==> src/logic/pasc_regs.svh <==
// constants for the parallel add/subtract and borrow datapath slice
`ifndef PASC_REGS_SVH
`define PASC_REGS_SVH

// shift-type field encodings for the second register operand
`define PASC_SHT_LEFT 2'h0
`define PASC_SHT_RIGHT 2'h1
`define PASC_SHT_ARITH 2'h2
`define PASC_SHT_ROTATE 2'h3

// register numbers that make a wide encoding unpredictable
`define PASC_REG_STACK 4'hD
`define PASC_REG_PC 4'hF

// lane greater-or-equal patterns
`define PASC_GE_PAIR_SET 2'h3
`define PASC_GE_PAIR_CLR 2'h0

// shift amount meaning "extend through carry" or "by 32"
`define PASC_AMT_ZERO 5'h00

`endif

==> src/logic/pasc_pkg.sv <==
// types for the parallel add/subtract and borrow datapath slice
package pasc_pkg;

   // operation selected by the decoder
   typedef enum logic [2:0]
   {
      OP_REV_SUB,
      OP_HALF_ADD,
      OP_BYTE_ADD,
      OP_EXCH_ADDSUB,
      OP_BORROW_IMM,
      OP_BORROW_NARROW,
      OP_BORROW_WIDE
   } pasc_op_e;

   // decoded request fields
   typedef struct packed
   {
      pasc_op_e op;
      logic set_bit;
      logic in_cond_block;
      logic [3:0] dest_idx;
      logic [3:0] first_src_reg_field;
      logic [3:0] second_src_reg_field;
      logic [1:0] shift_type;
      logic [2:0] upper_shift_amount_field;
      logic [1:0] lower_shift_amount_field;
      logic [31:0] imm32;
   } pasc_req_s;

   // register write-back
   typedef struct packed
   {
      logic [3:0] dest;
      logic [31:0] data;
   } pasc_wb_s;

   // program status flags held by the slice
   typedef struct packed
   {
      logic [3:0] ge;
      logic n;
      logic z;
      logic c;
      logic v;
   } pasc_flags_s;

endpackage

==> src/logic/pasc_alu.sv <==
// parallel add/subtract and subtract-with-borrow datapath slice
`timescale 1ns/100ps
`include "pasc_regs.svh"
// Functional notes
// - reverse subtract: not first plus shifted plus one
// - halfword add packs two independent lane sums
// - halfword add sets GE pairs from lane signs
// - byte add packs four independent lane sums
// - byte add sets one GE bit per lane
// - exchange: low minus high, high plus low
// - exchange GE pairs follow difference and sum
// - immediate borrow: first plus inverted constant plus carry
// - borrow flags: N bit31, Z zero, C, V
// - wide forms other than the packed ones set flags when S is one
// - narrow form: shared field, no shift, outside block
// - zero amount with rotate type means extend-through-carry
// - wide forms naming 13 or 15 are unpredictable
// - packed forms undefined without signal-processing extension
// - wide borrow forms undefined without main extension
// - register borrow: first plus inverted shifted plus carry
// - shift types: left, right, arithmetic, rotate
module pasc_alu
(
   // clock and reset
   input wire logic core_clk,
   input wire logic sys_rst,
   // extension presence, quasi-static configuration
   input wire logic dsp_ext_present,
   input wire logic main_ext_present,
   // request from decoder and register file
   input wire logic issue_valid,
   input wire logic cond_passed,
   input wire pasc_pkg::pasc_req_s req,
   input wire logic [31:0] src_a_val,
   input wire logic [31:0] src_b_val,
   // write-back, flags and faults
   output var logic wb_valid_q,
   output var pasc_pkg::pasc_wb_s wb_q,
   output var pasc_pkg::pasc_flags_s flags_q,
   output var logic undef_fault_q,
   output var logic unpredictable_q
);

   // adder with carry in: returns {carry, overflow, sum}
   function automatic logic [33:0] add_with_carry(input logic [31:0] a, input logic [31:0] b, input logic cin);
      logic [32:0] s;
      s = {1'b0, a} + {1'b0, b} + {32'h0, cin};
      add_with_carry = {s[32], (a[31] == b[31]) && (s[31] != a[31]), s[31:0]};
   endfunction

   // immediate shift of the second operand, zero amount decoded per type
   function automatic logic [31:0] shift_op(input logic [31:0] v, input logic [1:0] t, input logic [4:0] amt,
                                            input logic cin);
      shift_op = v;
      case (t)
         `PASC_SHT_LEFT:
            shift_op = v << amt;
         `PASC_SHT_RIGHT:
            shift_op = (amt == `PASC_AMT_ZERO) ? 32'h0 : v >> amt;
         `PASC_SHT_ARITH:
            shift_op = (amt == `PASC_AMT_ZERO) ? {32{v[31]}} : 32'($signed(v) >>> amt);
         `PASC_SHT_ROTATE:
         begin
            // zero amount selects extend-through-carry
            if (amt == `PASC_AMT_ZERO)
               shift_op = {cin, v[31:1]};
            else
               shift_op = (v >> amt) | (v << (6'h20 - {1'b0, amt}));
         end
         default:
            shift_op = v;
      endcase
   endfunction

   // signed halfword lane add or subtract at full precision
   function automatic logic [16:0] half_lane(input logic [15:0] a, input logic [15:0] b, input logic sub);
      half_lane = sub ? {a[15], a} - {b[15], b} : {a[15], a} + {b[15], b};
   endfunction

   // register number that makes a wide encoding unpredictable
   function automatic logic bad_reg(input logic [3:0] r);
      bad_reg = (r == `PASC_REG_STACK) || (r == `PASC_REG_PC);
   endfunction

   logic [4:0] amt; // shift amount from both fields
   logic [31:0] shifted; // second operand after shift
   logic [31:0] add_a; // adder operands
   logic [31:0] add_b;
   logic add_cin;
   logic [33:0] add_out; // {carry, overflow, sum}
   logic [16:0] h_lo; // halfword add lanes
   logic [16:0] h_hi;
   logic [16:0] x_diff; // exchanged lanes
   logic [16:0] x_sum;
   logic [8:0] b_sum [4]; // byte lanes
   logic packed_op; // signal-processing forms
   logic wide_op; // 32-bit encodings
   logic undef_d; // undefined instruction
   logic unpred_d; // unpredictable register use
   logic exec_d; // operation takes effect
   logic setf_d; // N Z C V update
   logic [31:0] res_d; // result word
   logic [3:0] ge_d; // next lane flags

   // operand steering and the shared adder
   always_comb
   begin
      amt = {req.upper_shift_amount_field, req.lower_shift_amount_field};
      shifted = shift_op(src_b_val, req.shift_type, amt, flags_q.c);
      add_a = src_a_val;
      add_b = ~shifted;
      add_cin = flags_q.c;
      case (req.op)
         pasc_pkg::OP_REV_SUB:
         begin
            add_a = ~src_a_val;
            add_b = shifted;
            add_cin = 1'b1;
         end
         pasc_pkg::OP_BORROW_IMM:
            add_b = ~req.imm32;
         pasc_pkg::OP_BORROW_NARROW:
            add_b = ~src_b_val;
         default:
            add_b = ~shifted;
      endcase
      add_out = add_with_carry(add_a, add_b, add_cin);
   end

   // packed lane arithmetic
   always_comb
   begin
      h_lo = half_lane(src_a_val[15:0], src_b_val[15:0], 1'b0);
      h_hi = half_lane(src_a_val[31:16], src_b_val[31:16], 1'b0);
      x_diff = half_lane(src_a_val[15:0], src_b_val[31:16], 1'b1);
      x_sum = half_lane(src_a_val[31:16], src_b_val[15:0], 1'b0);
      for (int i = 0; i < 4; i++)
         b_sum[i] = {src_a_val[8*i+7], src_a_val[8*i+:8]} + {src_b_val[8*i+7], src_b_val[8*i+:8]};
   end

   // fault decode and execute qualification
   always_comb
   begin
      packed_op = (req.op == pasc_pkg::OP_HALF_ADD) || (req.op == pasc_pkg::OP_BYTE_ADD) ||
                  (req.op == pasc_pkg::OP_EXCH_ADDSUB);
      wide_op = (req.op != pasc_pkg::OP_BORROW_NARROW);
      // missing extension makes the encoding undefined
      undef_d = packed_op ? !dsp_ext_present : (wide_op && !main_ext_present);
      // immediate form has no second register
      unpred_d = !undef_d && wide_op && (bad_reg(req.dest_idx) || bad_reg(req.first_src_reg_field) ||
                 ((req.op != pasc_pkg::OP_BORROW_IMM) && bad_reg(req.second_src_reg_field)));
      exec_d = issue_valid && cond_passed && !undef_d && !unpred_d;
      // narrow form sets flags only outside a conditional block
      if (req.op == pasc_pkg::OP_BORROW_NARROW)
         setf_d = exec_d && !req.in_cond_block;
      else
         setf_d = exec_d && !packed_op && req.set_bit;
   end

   // result and lane flag selection
   always_comb
   begin
      res_d = add_out[31:0];
      ge_d = flags_q.ge;
      case (req.op)
         pasc_pkg::OP_HALF_ADD:
         begin
            res_d = {h_hi[15:0], h_lo[15:0]};
            ge_d = {h_hi[16] ? `PASC_GE_PAIR_CLR : `PASC_GE_PAIR_SET,
                    h_lo[16] ? `PASC_GE_PAIR_CLR : `PASC_GE_PAIR_SET};
         end
         pasc_pkg::OP_BYTE_ADD:
         begin
            res_d = {b_sum[3][7:0], b_sum[2][7:0], b_sum[1][7:0], b_sum[0][7:0]};
            ge_d = {~b_sum[3][8], ~b_sum[2][8], ~b_sum[1][8], ~b_sum[0][8]};
         end
         pasc_pkg::OP_EXCH_ADDSUB:
         begin
            res_d = {x_sum[15:0], x_diff[15:0]};
            ge_d = {x_sum[16] ? `PASC_GE_PAIR_CLR : `PASC_GE_PAIR_SET,
                    x_diff[16] ? `PASC_GE_PAIR_CLR : `PASC_GE_PAIR_SET};
         end
         default:
            res_d = add_out[31:0];
      endcase
   end

   // register write-back, data and destination load every cycle, valid only when executed
   always_ff @(posedge core_clk or posedge sys_rst)
   begin
      if (sys_rst)
      begin
         wb_valid_q <= 1'b0;
         wb_q <= '0;
      end
      else
      begin
         wb_valid_q <= exec_d;
         wb_q.data <= res_d;
         // narrow form writes back to its shared field
         wb_q.dest <= wide_op ? req.dest_idx : req.first_src_reg_field;
      end
   end

   // status flag register
   always_ff @(posedge core_clk or posedge sys_rst)
   begin
      if (sys_rst)
         flags_q <= '0;
      else if (exec_d && packed_op)
         flags_q.ge <= ge_d;
      else if (setf_d)
      begin
         flags_q.n <= add_out[31];
         flags_q.z <= (add_out[31:0] == 32'h0);
         flags_q.c <= add_out[33];
         flags_q.v <= add_out[32];
      end
   end

   // one-cycle fault pulses to the decoder
   always_ff @(posedge core_clk or posedge sys_rst)
   begin
      if (sys_rst)
      begin
         undef_fault_q <= 1'b0;
         unpredictable_q <= 1'b0;
      end
      else
      begin
         undef_fault_q <= issue_valid && undef_d;
         unpredictable_q <= issue_valid && unpred_d;
      end
   end

   // operand copies for the checks below
   logic [31:0] opa_p;
   logic [31:0] opb_p;
   logic [31:0] imm_p;
   logic c_p;
   always_ff @(posedge core_clk or posedge sys_rst)
   begin
      if (sys_rst)
      begin
         opa_p <= 32'h0;
         opb_p <= 32'h0;
         imm_p <= 32'h0;
         c_p <= 1'b0;
      end
      else
      begin
         opa_p <= src_a_val;
         opb_p <= src_b_val;
         imm_p <= req.imm32;
         c_p <= flags_q.c;
      end
   end
endmodule

==> config.mk <==
export PLATFORM = sky130hd
export DESIGN_NAME = pasc_alu
export DESIGN_NICKNAME = d
export VERILOG_FILES = /design/src/logic/pasc_pkg.sv /design/src/logic/pasc_alu.sv
export VERILOG_INCLUDE_DIRS = /design/src /design/src/logic
export SDC_FILE = /design/constraint.sdc
export NUM_CORES = 1
export LEC_CHECK = 0
export BUFFER_PORTS_ARGS = -buffer_cell sky130_fd_sc_hd__buf_4
export CORE_MARGIN = 1
export CORE_UTILIZATION = 62
export CTS_CLUSTER_SIZE = 8
export DETAILED_ROUTE_END_ITERATION = 10
export PLACE_DENSITY = 0.84
export REMOVE_ABC_BUFFERS = 1
export SLEW_MARGIN = 20
export SYNTH_ARGS = -nofsm -noshare
export SYNTH_HDL_FRONTEND = slang
export SYNTH_SLANG_ARGS = --single-unit
export TNS_END_PERCENT = 20
==> constraint.sdc <==
create_clock -name core_clk -period 4 [get_ports core_clk]
set_input_delay 0.4 -clock core_clk [delete_from_list [all_inputs] [get_ports core_clk]]
set_output_delay 0.4 -clock core_clk [all_outputs]
set_load 0.05 [all_outputs]
==> key figures, run 1 <==
Place
  – Post-DP Area: 18,900 um2
  – PortBufs: 171
  – Placed instance count: 2,731
  – RePlAce Congestion: 1.34
  – Hpwl dp: 59.0 mm

Synth
  – Post-synth EDFFs: 0
  – Adder-Cell Fraction of Synth Area: 0.0978
  – Ranking of synthesized cells by area: mux2i_1 (9.3%), ha_1 (8.6%), dfrtp_1 (8.4%)
  – Ys flop type: dfrtp_1
  – Synth Area in XOR/XNOR: 0.0722
  – #FFs+latches synth: 47
  – Synth Cell Area: 14,000 um2
  – Largest family of logic cells by synthesized area: compound AO/OA/AOI/OAI gates
  – Mapped Avg Cell Area: 7.35 um2
  – Mapped Cells: 1,910
  – Synth warn: 0
  – Most frequent cell after synthesis: a21oi_1
  – Post-synth top area cell: mux2i_1
  – Share of flip-flops with an asynchronous set or reset: 1.00
  – Post-synth cell types: 94
  – Post-synthesis mux area share: 0.193
  – Compound-Gate Fraction of Synth Area: 0.307
  – Simple-gate portion of the synthesized area: 0.186
  – Sequential cell area fraction in the yosys report: 0.0838
  – Yosys top cell area share: 0.0934
  – Synth cell count leaders: a21oi_1 (206), nand2_1 (198), nor2_1 (191), mux2i_1 (131), o21ai_0 (103)

Outcome
  – Stop Error: [ERROR GRT-0116] Global routing finished with congestion. Check the congestion regions in the DRC Viewer.
  – Failing step: 5_1_grt
  – Outcome: did not finish

Floorplan
  – Starting Density: 0.638
  – Num rows: 54
  – DIE HEIGHT: 152 um
  – Die width: 152 um
  – I/O pins: 173

Global routing
  – Number of global-route vias before repair: 25,400
  – Overall Global Routing Usage: 0.860
  – GR Overflow Total: 160
  – Largest net degree at the start of global routing: 48
  – First-pass GRT wire length: 154 mm

CTS
  – Clock root buffer: clkbuf_16
  – Clock H-tree levels: 2
  – Clk sinks: 47
  – TritonCTS Buffers: 5
  – Bufs on Longest Clock Path: 2
  – Post-CTS Hold Fix Bufs: 0
## per-stage QoR
| step | utilization | hold WS (ns) | setup slack (ns) |
|---|---|---|---|
| 4_1_cts | 0.900 | 0.319 | -1.14 |
| 3_5_place_dp | 0.860 | 0.492 | -1.91 |
| 3_3_place_gp | 0.860 | 0.486 | -1.69 |
| 2_1_floorplan | - | 0.489 | -2.94 |
## layer usage
| layer | track usage | GRT overflow |
|---|---|---|
| met3 | 0.758 | 9 |
| met4 | 0.861 | 66 |
| met2 | 0.969 | 75 |
| met5 | 0.499 | 1 |
| met1 | 0.866 | 9 |
## what timing repair did
action                     in CTS
gates cloned                    0
setup endpoints to repair      32
resized for setup             128
hold endpoints to repair        0
pin swaps                      50
buffers inserted               19
## kinds of logic after synthesis
family,after synthesis
compound gates,651
xor+xnor,114
fa+ha+maj,105
buf+inv,195
flops,47
mux,215
simple gates,583
==> run 2: changes to the inputs <==
CORE_UTILIZATION = 40   (was 62)
CTS_CLUSTER_SIZE = default   (was 8)
PLACE_DENSITY = default   (was 0.84)
PLACE_DENSITY_LB_ADDON = 0.15   (was default)
==> run 2 against run 1 <==
  * The flow now finishes, with violations (setup timing)
  * Area after synthesis unchanged
  * Synthesized cell count is the same
==> key figures, run 2 <==
Outcome
  – Outcome: finished with violations (was did not finish)
  – Violated checks: setup timing

STA
  – Setup Skew: 0.0119 ns
  – Final Max Slew Viols: 0
  – Final hold viol count: 0
  – Hold_ws: 0.224 ns
  – Final Setup Violations: 30
  – Setup TNS: -21.78 ns
  – RSZ-0062 raised after global routing: true
  – Worst Tran Pin Value: 0.885 ns
  – Final Critical Period: 5.23 ns
  – Max frequency: 191 MHz
  – Max-slew headroom: 0.410
  – Fin crit share: 1.31
  – Setup slack after layout: -1.23 ns

Worst setup path
  – Crit path largest cell delay: 0.45 ns
  – CP Data Arrival Time: 5.47 ns
  – Worst Path Buf+Inv: 5
  – Reg2Reg Setup Slack: 0.28 ns
  – CP Launch Type: primary input
  – Worst Path Max Fanout: 15
  – R2R depth: 14
  – CP most frequent cell: mux2i_1
  – CP max stage cell: a2111o_1
  – Worst R2R Start: flags_q[1]$_DFFE_PP0P_
  – Critical path class: in2reg
  – Capture point of the worst reg-to-reg path: flags_q[2]$_DFFE_PP0P_
  – Crit path max-delay family: compound AO/OA/AOI/OAI gates
  – Worst path required time: 4.25 ns
  – Worst Setup End Kind: register

Route
  – Vias: 19,100
  – Number of DRC markers in iteration 0: 2,259
  – Drt total wl: 82.5 mm
  – DR pass1 iterations: 6
  – Wire length per cell: 27.5 um
  – Final ANT Viol Nets: 0
  – DRC Markers: 0
  – Via/cell ratio: 6.37

Place
  – Hpwl dp: 66.9 mm (was 59.0 mm)
  – RePlAce Congestion: 1.12 (was 1.34)
  – PortBufs: 171 (unchanged)
  – Pre-CTS setup slack: -2.15 ns (was -1.91 ns)
  – Placed instance count: 2,956 (was 2,731)
  – Post-DP Area: 19,600 um2 (was 18,900 um2)

Floorplan
  – Die Area: 35,900 um2
  – Num rows: 68 (was 54)
  – Core footprint: 34,500 um2
  – DIE HEIGHT: 189 um (was 152 um)
  – I/O pins: 173 (unchanged)
  – Starting Density: 0.407 (was 0.638)
  – Die width: 189 um (was 152 um)

Min path
  – Hold crit path type: in2async

Final layout
  – FILL cells: 3,278
  – Most frequent cells in the layout: buf_4 (727), nand2_1 (196), nor2_1 (184)
  – Layout cells sized above 1: 0.400
  – Area Growth Syn to Fin: 49.4%
  – Post-route cell area: 21,000 um2
  – Final Core Density: 0.607
  – Final Non-Filler Cells: 2,997
  – Biggest regs: wb_q: 36 flops, flags_q: 8 flops
  – Largest Register: wb_q
  – Max reg flops: 36
  – Layout net count: 2,770
  – Commonest non-fill, non-tap cell in the layout: buf_4

Synth
  – Mapped Avg Cell Area: 7.35 um2 (unchanged)
  – Share of flip-flops with an asynchronous set or reset: 1.00 (unchanged)
  – Most frequent cell after synthesis: a21oi_1 (unchanged)
  – Yosys top cell area share: 0.0934 (unchanged)
  – Synth cell count leaders: a21oi_1 (206), nand2_1 (198), nor2_1 (191), mux2i_1 (131), o21ai_0 (103) (unchanged)
  – Ys flop type: dfrtp_1 (unchanged)
  – Synth warn: 0 (unchanged)
  – Post-synth EDFFs: 0 (unchanged)
  – Ranking of synthesized cells by area: mux2i_1 (9.3%), ha_1 (8.6%), dfrtp_1 (8.4%) (unchanged)
  – Synth Cell Area: 14,000 um2 (unchanged)
  – Mapped Cells: 1,910 (unchanged)
  – Post-synth top area cell: mux2i_1 (unchanged)
  – #FFs+latches synth: 47 (unchanged)
  – Sequential cell area fraction in the yosys report: 0.0838 (unchanged)
  – Post-synth cell types: 94 (unchanged)

CTS
  – Post-CTS Hold Fix Bufs: 0 (unchanged)
  – Clock H-tree levels: 2 (unchanged)
  – Clock root buffer: clkbuf_16 (unchanged)
  – Bufs on Longest Clock Path: 2 (unchanged)
  – Worst-Skew Late Latency: 0.32 ns
  – Clk sinks: 47 (unchanged)
  – CTS tree: done
  – Clock transition at the registers of the reported paths: 0.08 ns
  – TritonCTS Buffers: 5 (unchanged)

Global routing
  – First-pass GRT wire length: 118 mm
  – Overall Global Routing Usage: 0.447
  – Largest net degree at the start of global routing: 48
  – Number of global-route vias before repair: 17,800
  – Initial antenna violation count: 2
  – GR Overflow Total: 0

Power and ir drop
  – Power per cell area: 322 nW/um2
  – Maximum VDD drop: 0.000385 V
  – Total power: 6.77 mW
  – LEAKAGE: 9.70 nW

Flow run
  – Max-Cap Viols: 0
==> run 2: cell counts after synthesis <==
No cell type changed its count.
==> run 2: area by class of cell <==
class | instances | area, um2 | area share
repair buffers | 756 | 5960 | 0.284
flip-flops and latches | 47 | 1180 | 0.0561
clock inverters | 1 | 7.51 | 0.000358
multi-input cells | 1668 | 12900 | 0.614
diodes | 2 | 5.00 | 0.000239
clock buffers | 7 | 153 | 0.00728
inverters | 61 | 235 | 0.0112
well taps | 455 | 569 | 0.0271
==> run 2: worst register-to-register path, cell delays in order (launching register included) <==
cell	delay (ns)
dfrtp_1	0.49
nor2_1	0.15
fa_2	0.42
fa_2	0.36
nand2b_4	0.17
a21oi_4	0.15
xor2_2	0.11
or3_1	0.38
a2111o_1	0.32
nor4_2	0.15
buf_4	0.17
nand4b_1	0.14
nor4b_2	0.30
and4_1	0.23
a22o_1	0.12
==> run 2: worst max-delay path by stage <==
stage / from / end / slack, ns / cells past startpoint
global placement: req[32] / flags_q[2]$_DFFE_PP0P_ / -2.19 / 22
finish: req[32] / flags_q[2]$_DFFE_PP0P_ / -1.23 / 26
CTS: req[32] / flags_q[2]$_DFFE_PP0P_ / -1.04 / 28
detailed placement: req[32] / flags_q[2]$_DFFE_PP0P_ / -2.15 / 25
global route: req[32] / flags_q[2]$_DFFE_PP0P_ / -1.39 / 25
floorplan: req[55] / flags_q[2]$_DFFE_PP0P_ / -2.94 / 14
==> run 2: timing repair <==
item,CTS,global route
buffers inserted,22,9
gates resized for setup,147,60
endpoints found under the setup margin,32,32
gates cloned,0,0
pin swaps,61,33
==> run 2: logic make-up (layout without fill, tap and decap cells) <==
logic type,Yosys count,count (layout),synth area share
AOI/OAI and AO/OA,651,651,0.307
and+or+nand+nor,583,583,0.186
muxes,215,215,0.193
buffers and inverters,195,825,0.0603
xor gates and xnor gates,114,114,0.0722
adders and majority gates,105,105,0.0978
DFF,47,47,0.0838
other,0,2,0
==> run 2: routing by layer <==
metal | vias up | share of wire | track usage
li1 | 8450 | - | -
met1 | 9172 | 0.42 | 0.629
met2 | 1289 | 0.40 | 0.619
met3 | 183 | 0.13 | 0.159
met4 | 6 | 0.040 | 0.156
met5 | - | 0.00053 | 0
==> run 2: report_power, final <==
part | total (mW) | internal, mW | switching [mW] | leakage (nW)
Clock | 0.490 | 0.267 | 0.222 | 0.0762
Combinational | 5.59 | 2.45 | 3.14 | 9.06
Sequential | 0.688 | 0.623 | 0.0654 | 0.559
Total | 6.77 | 3.34 | 3.42 | 9.70
Note: power is estimated with default switching activity, not from simulation.
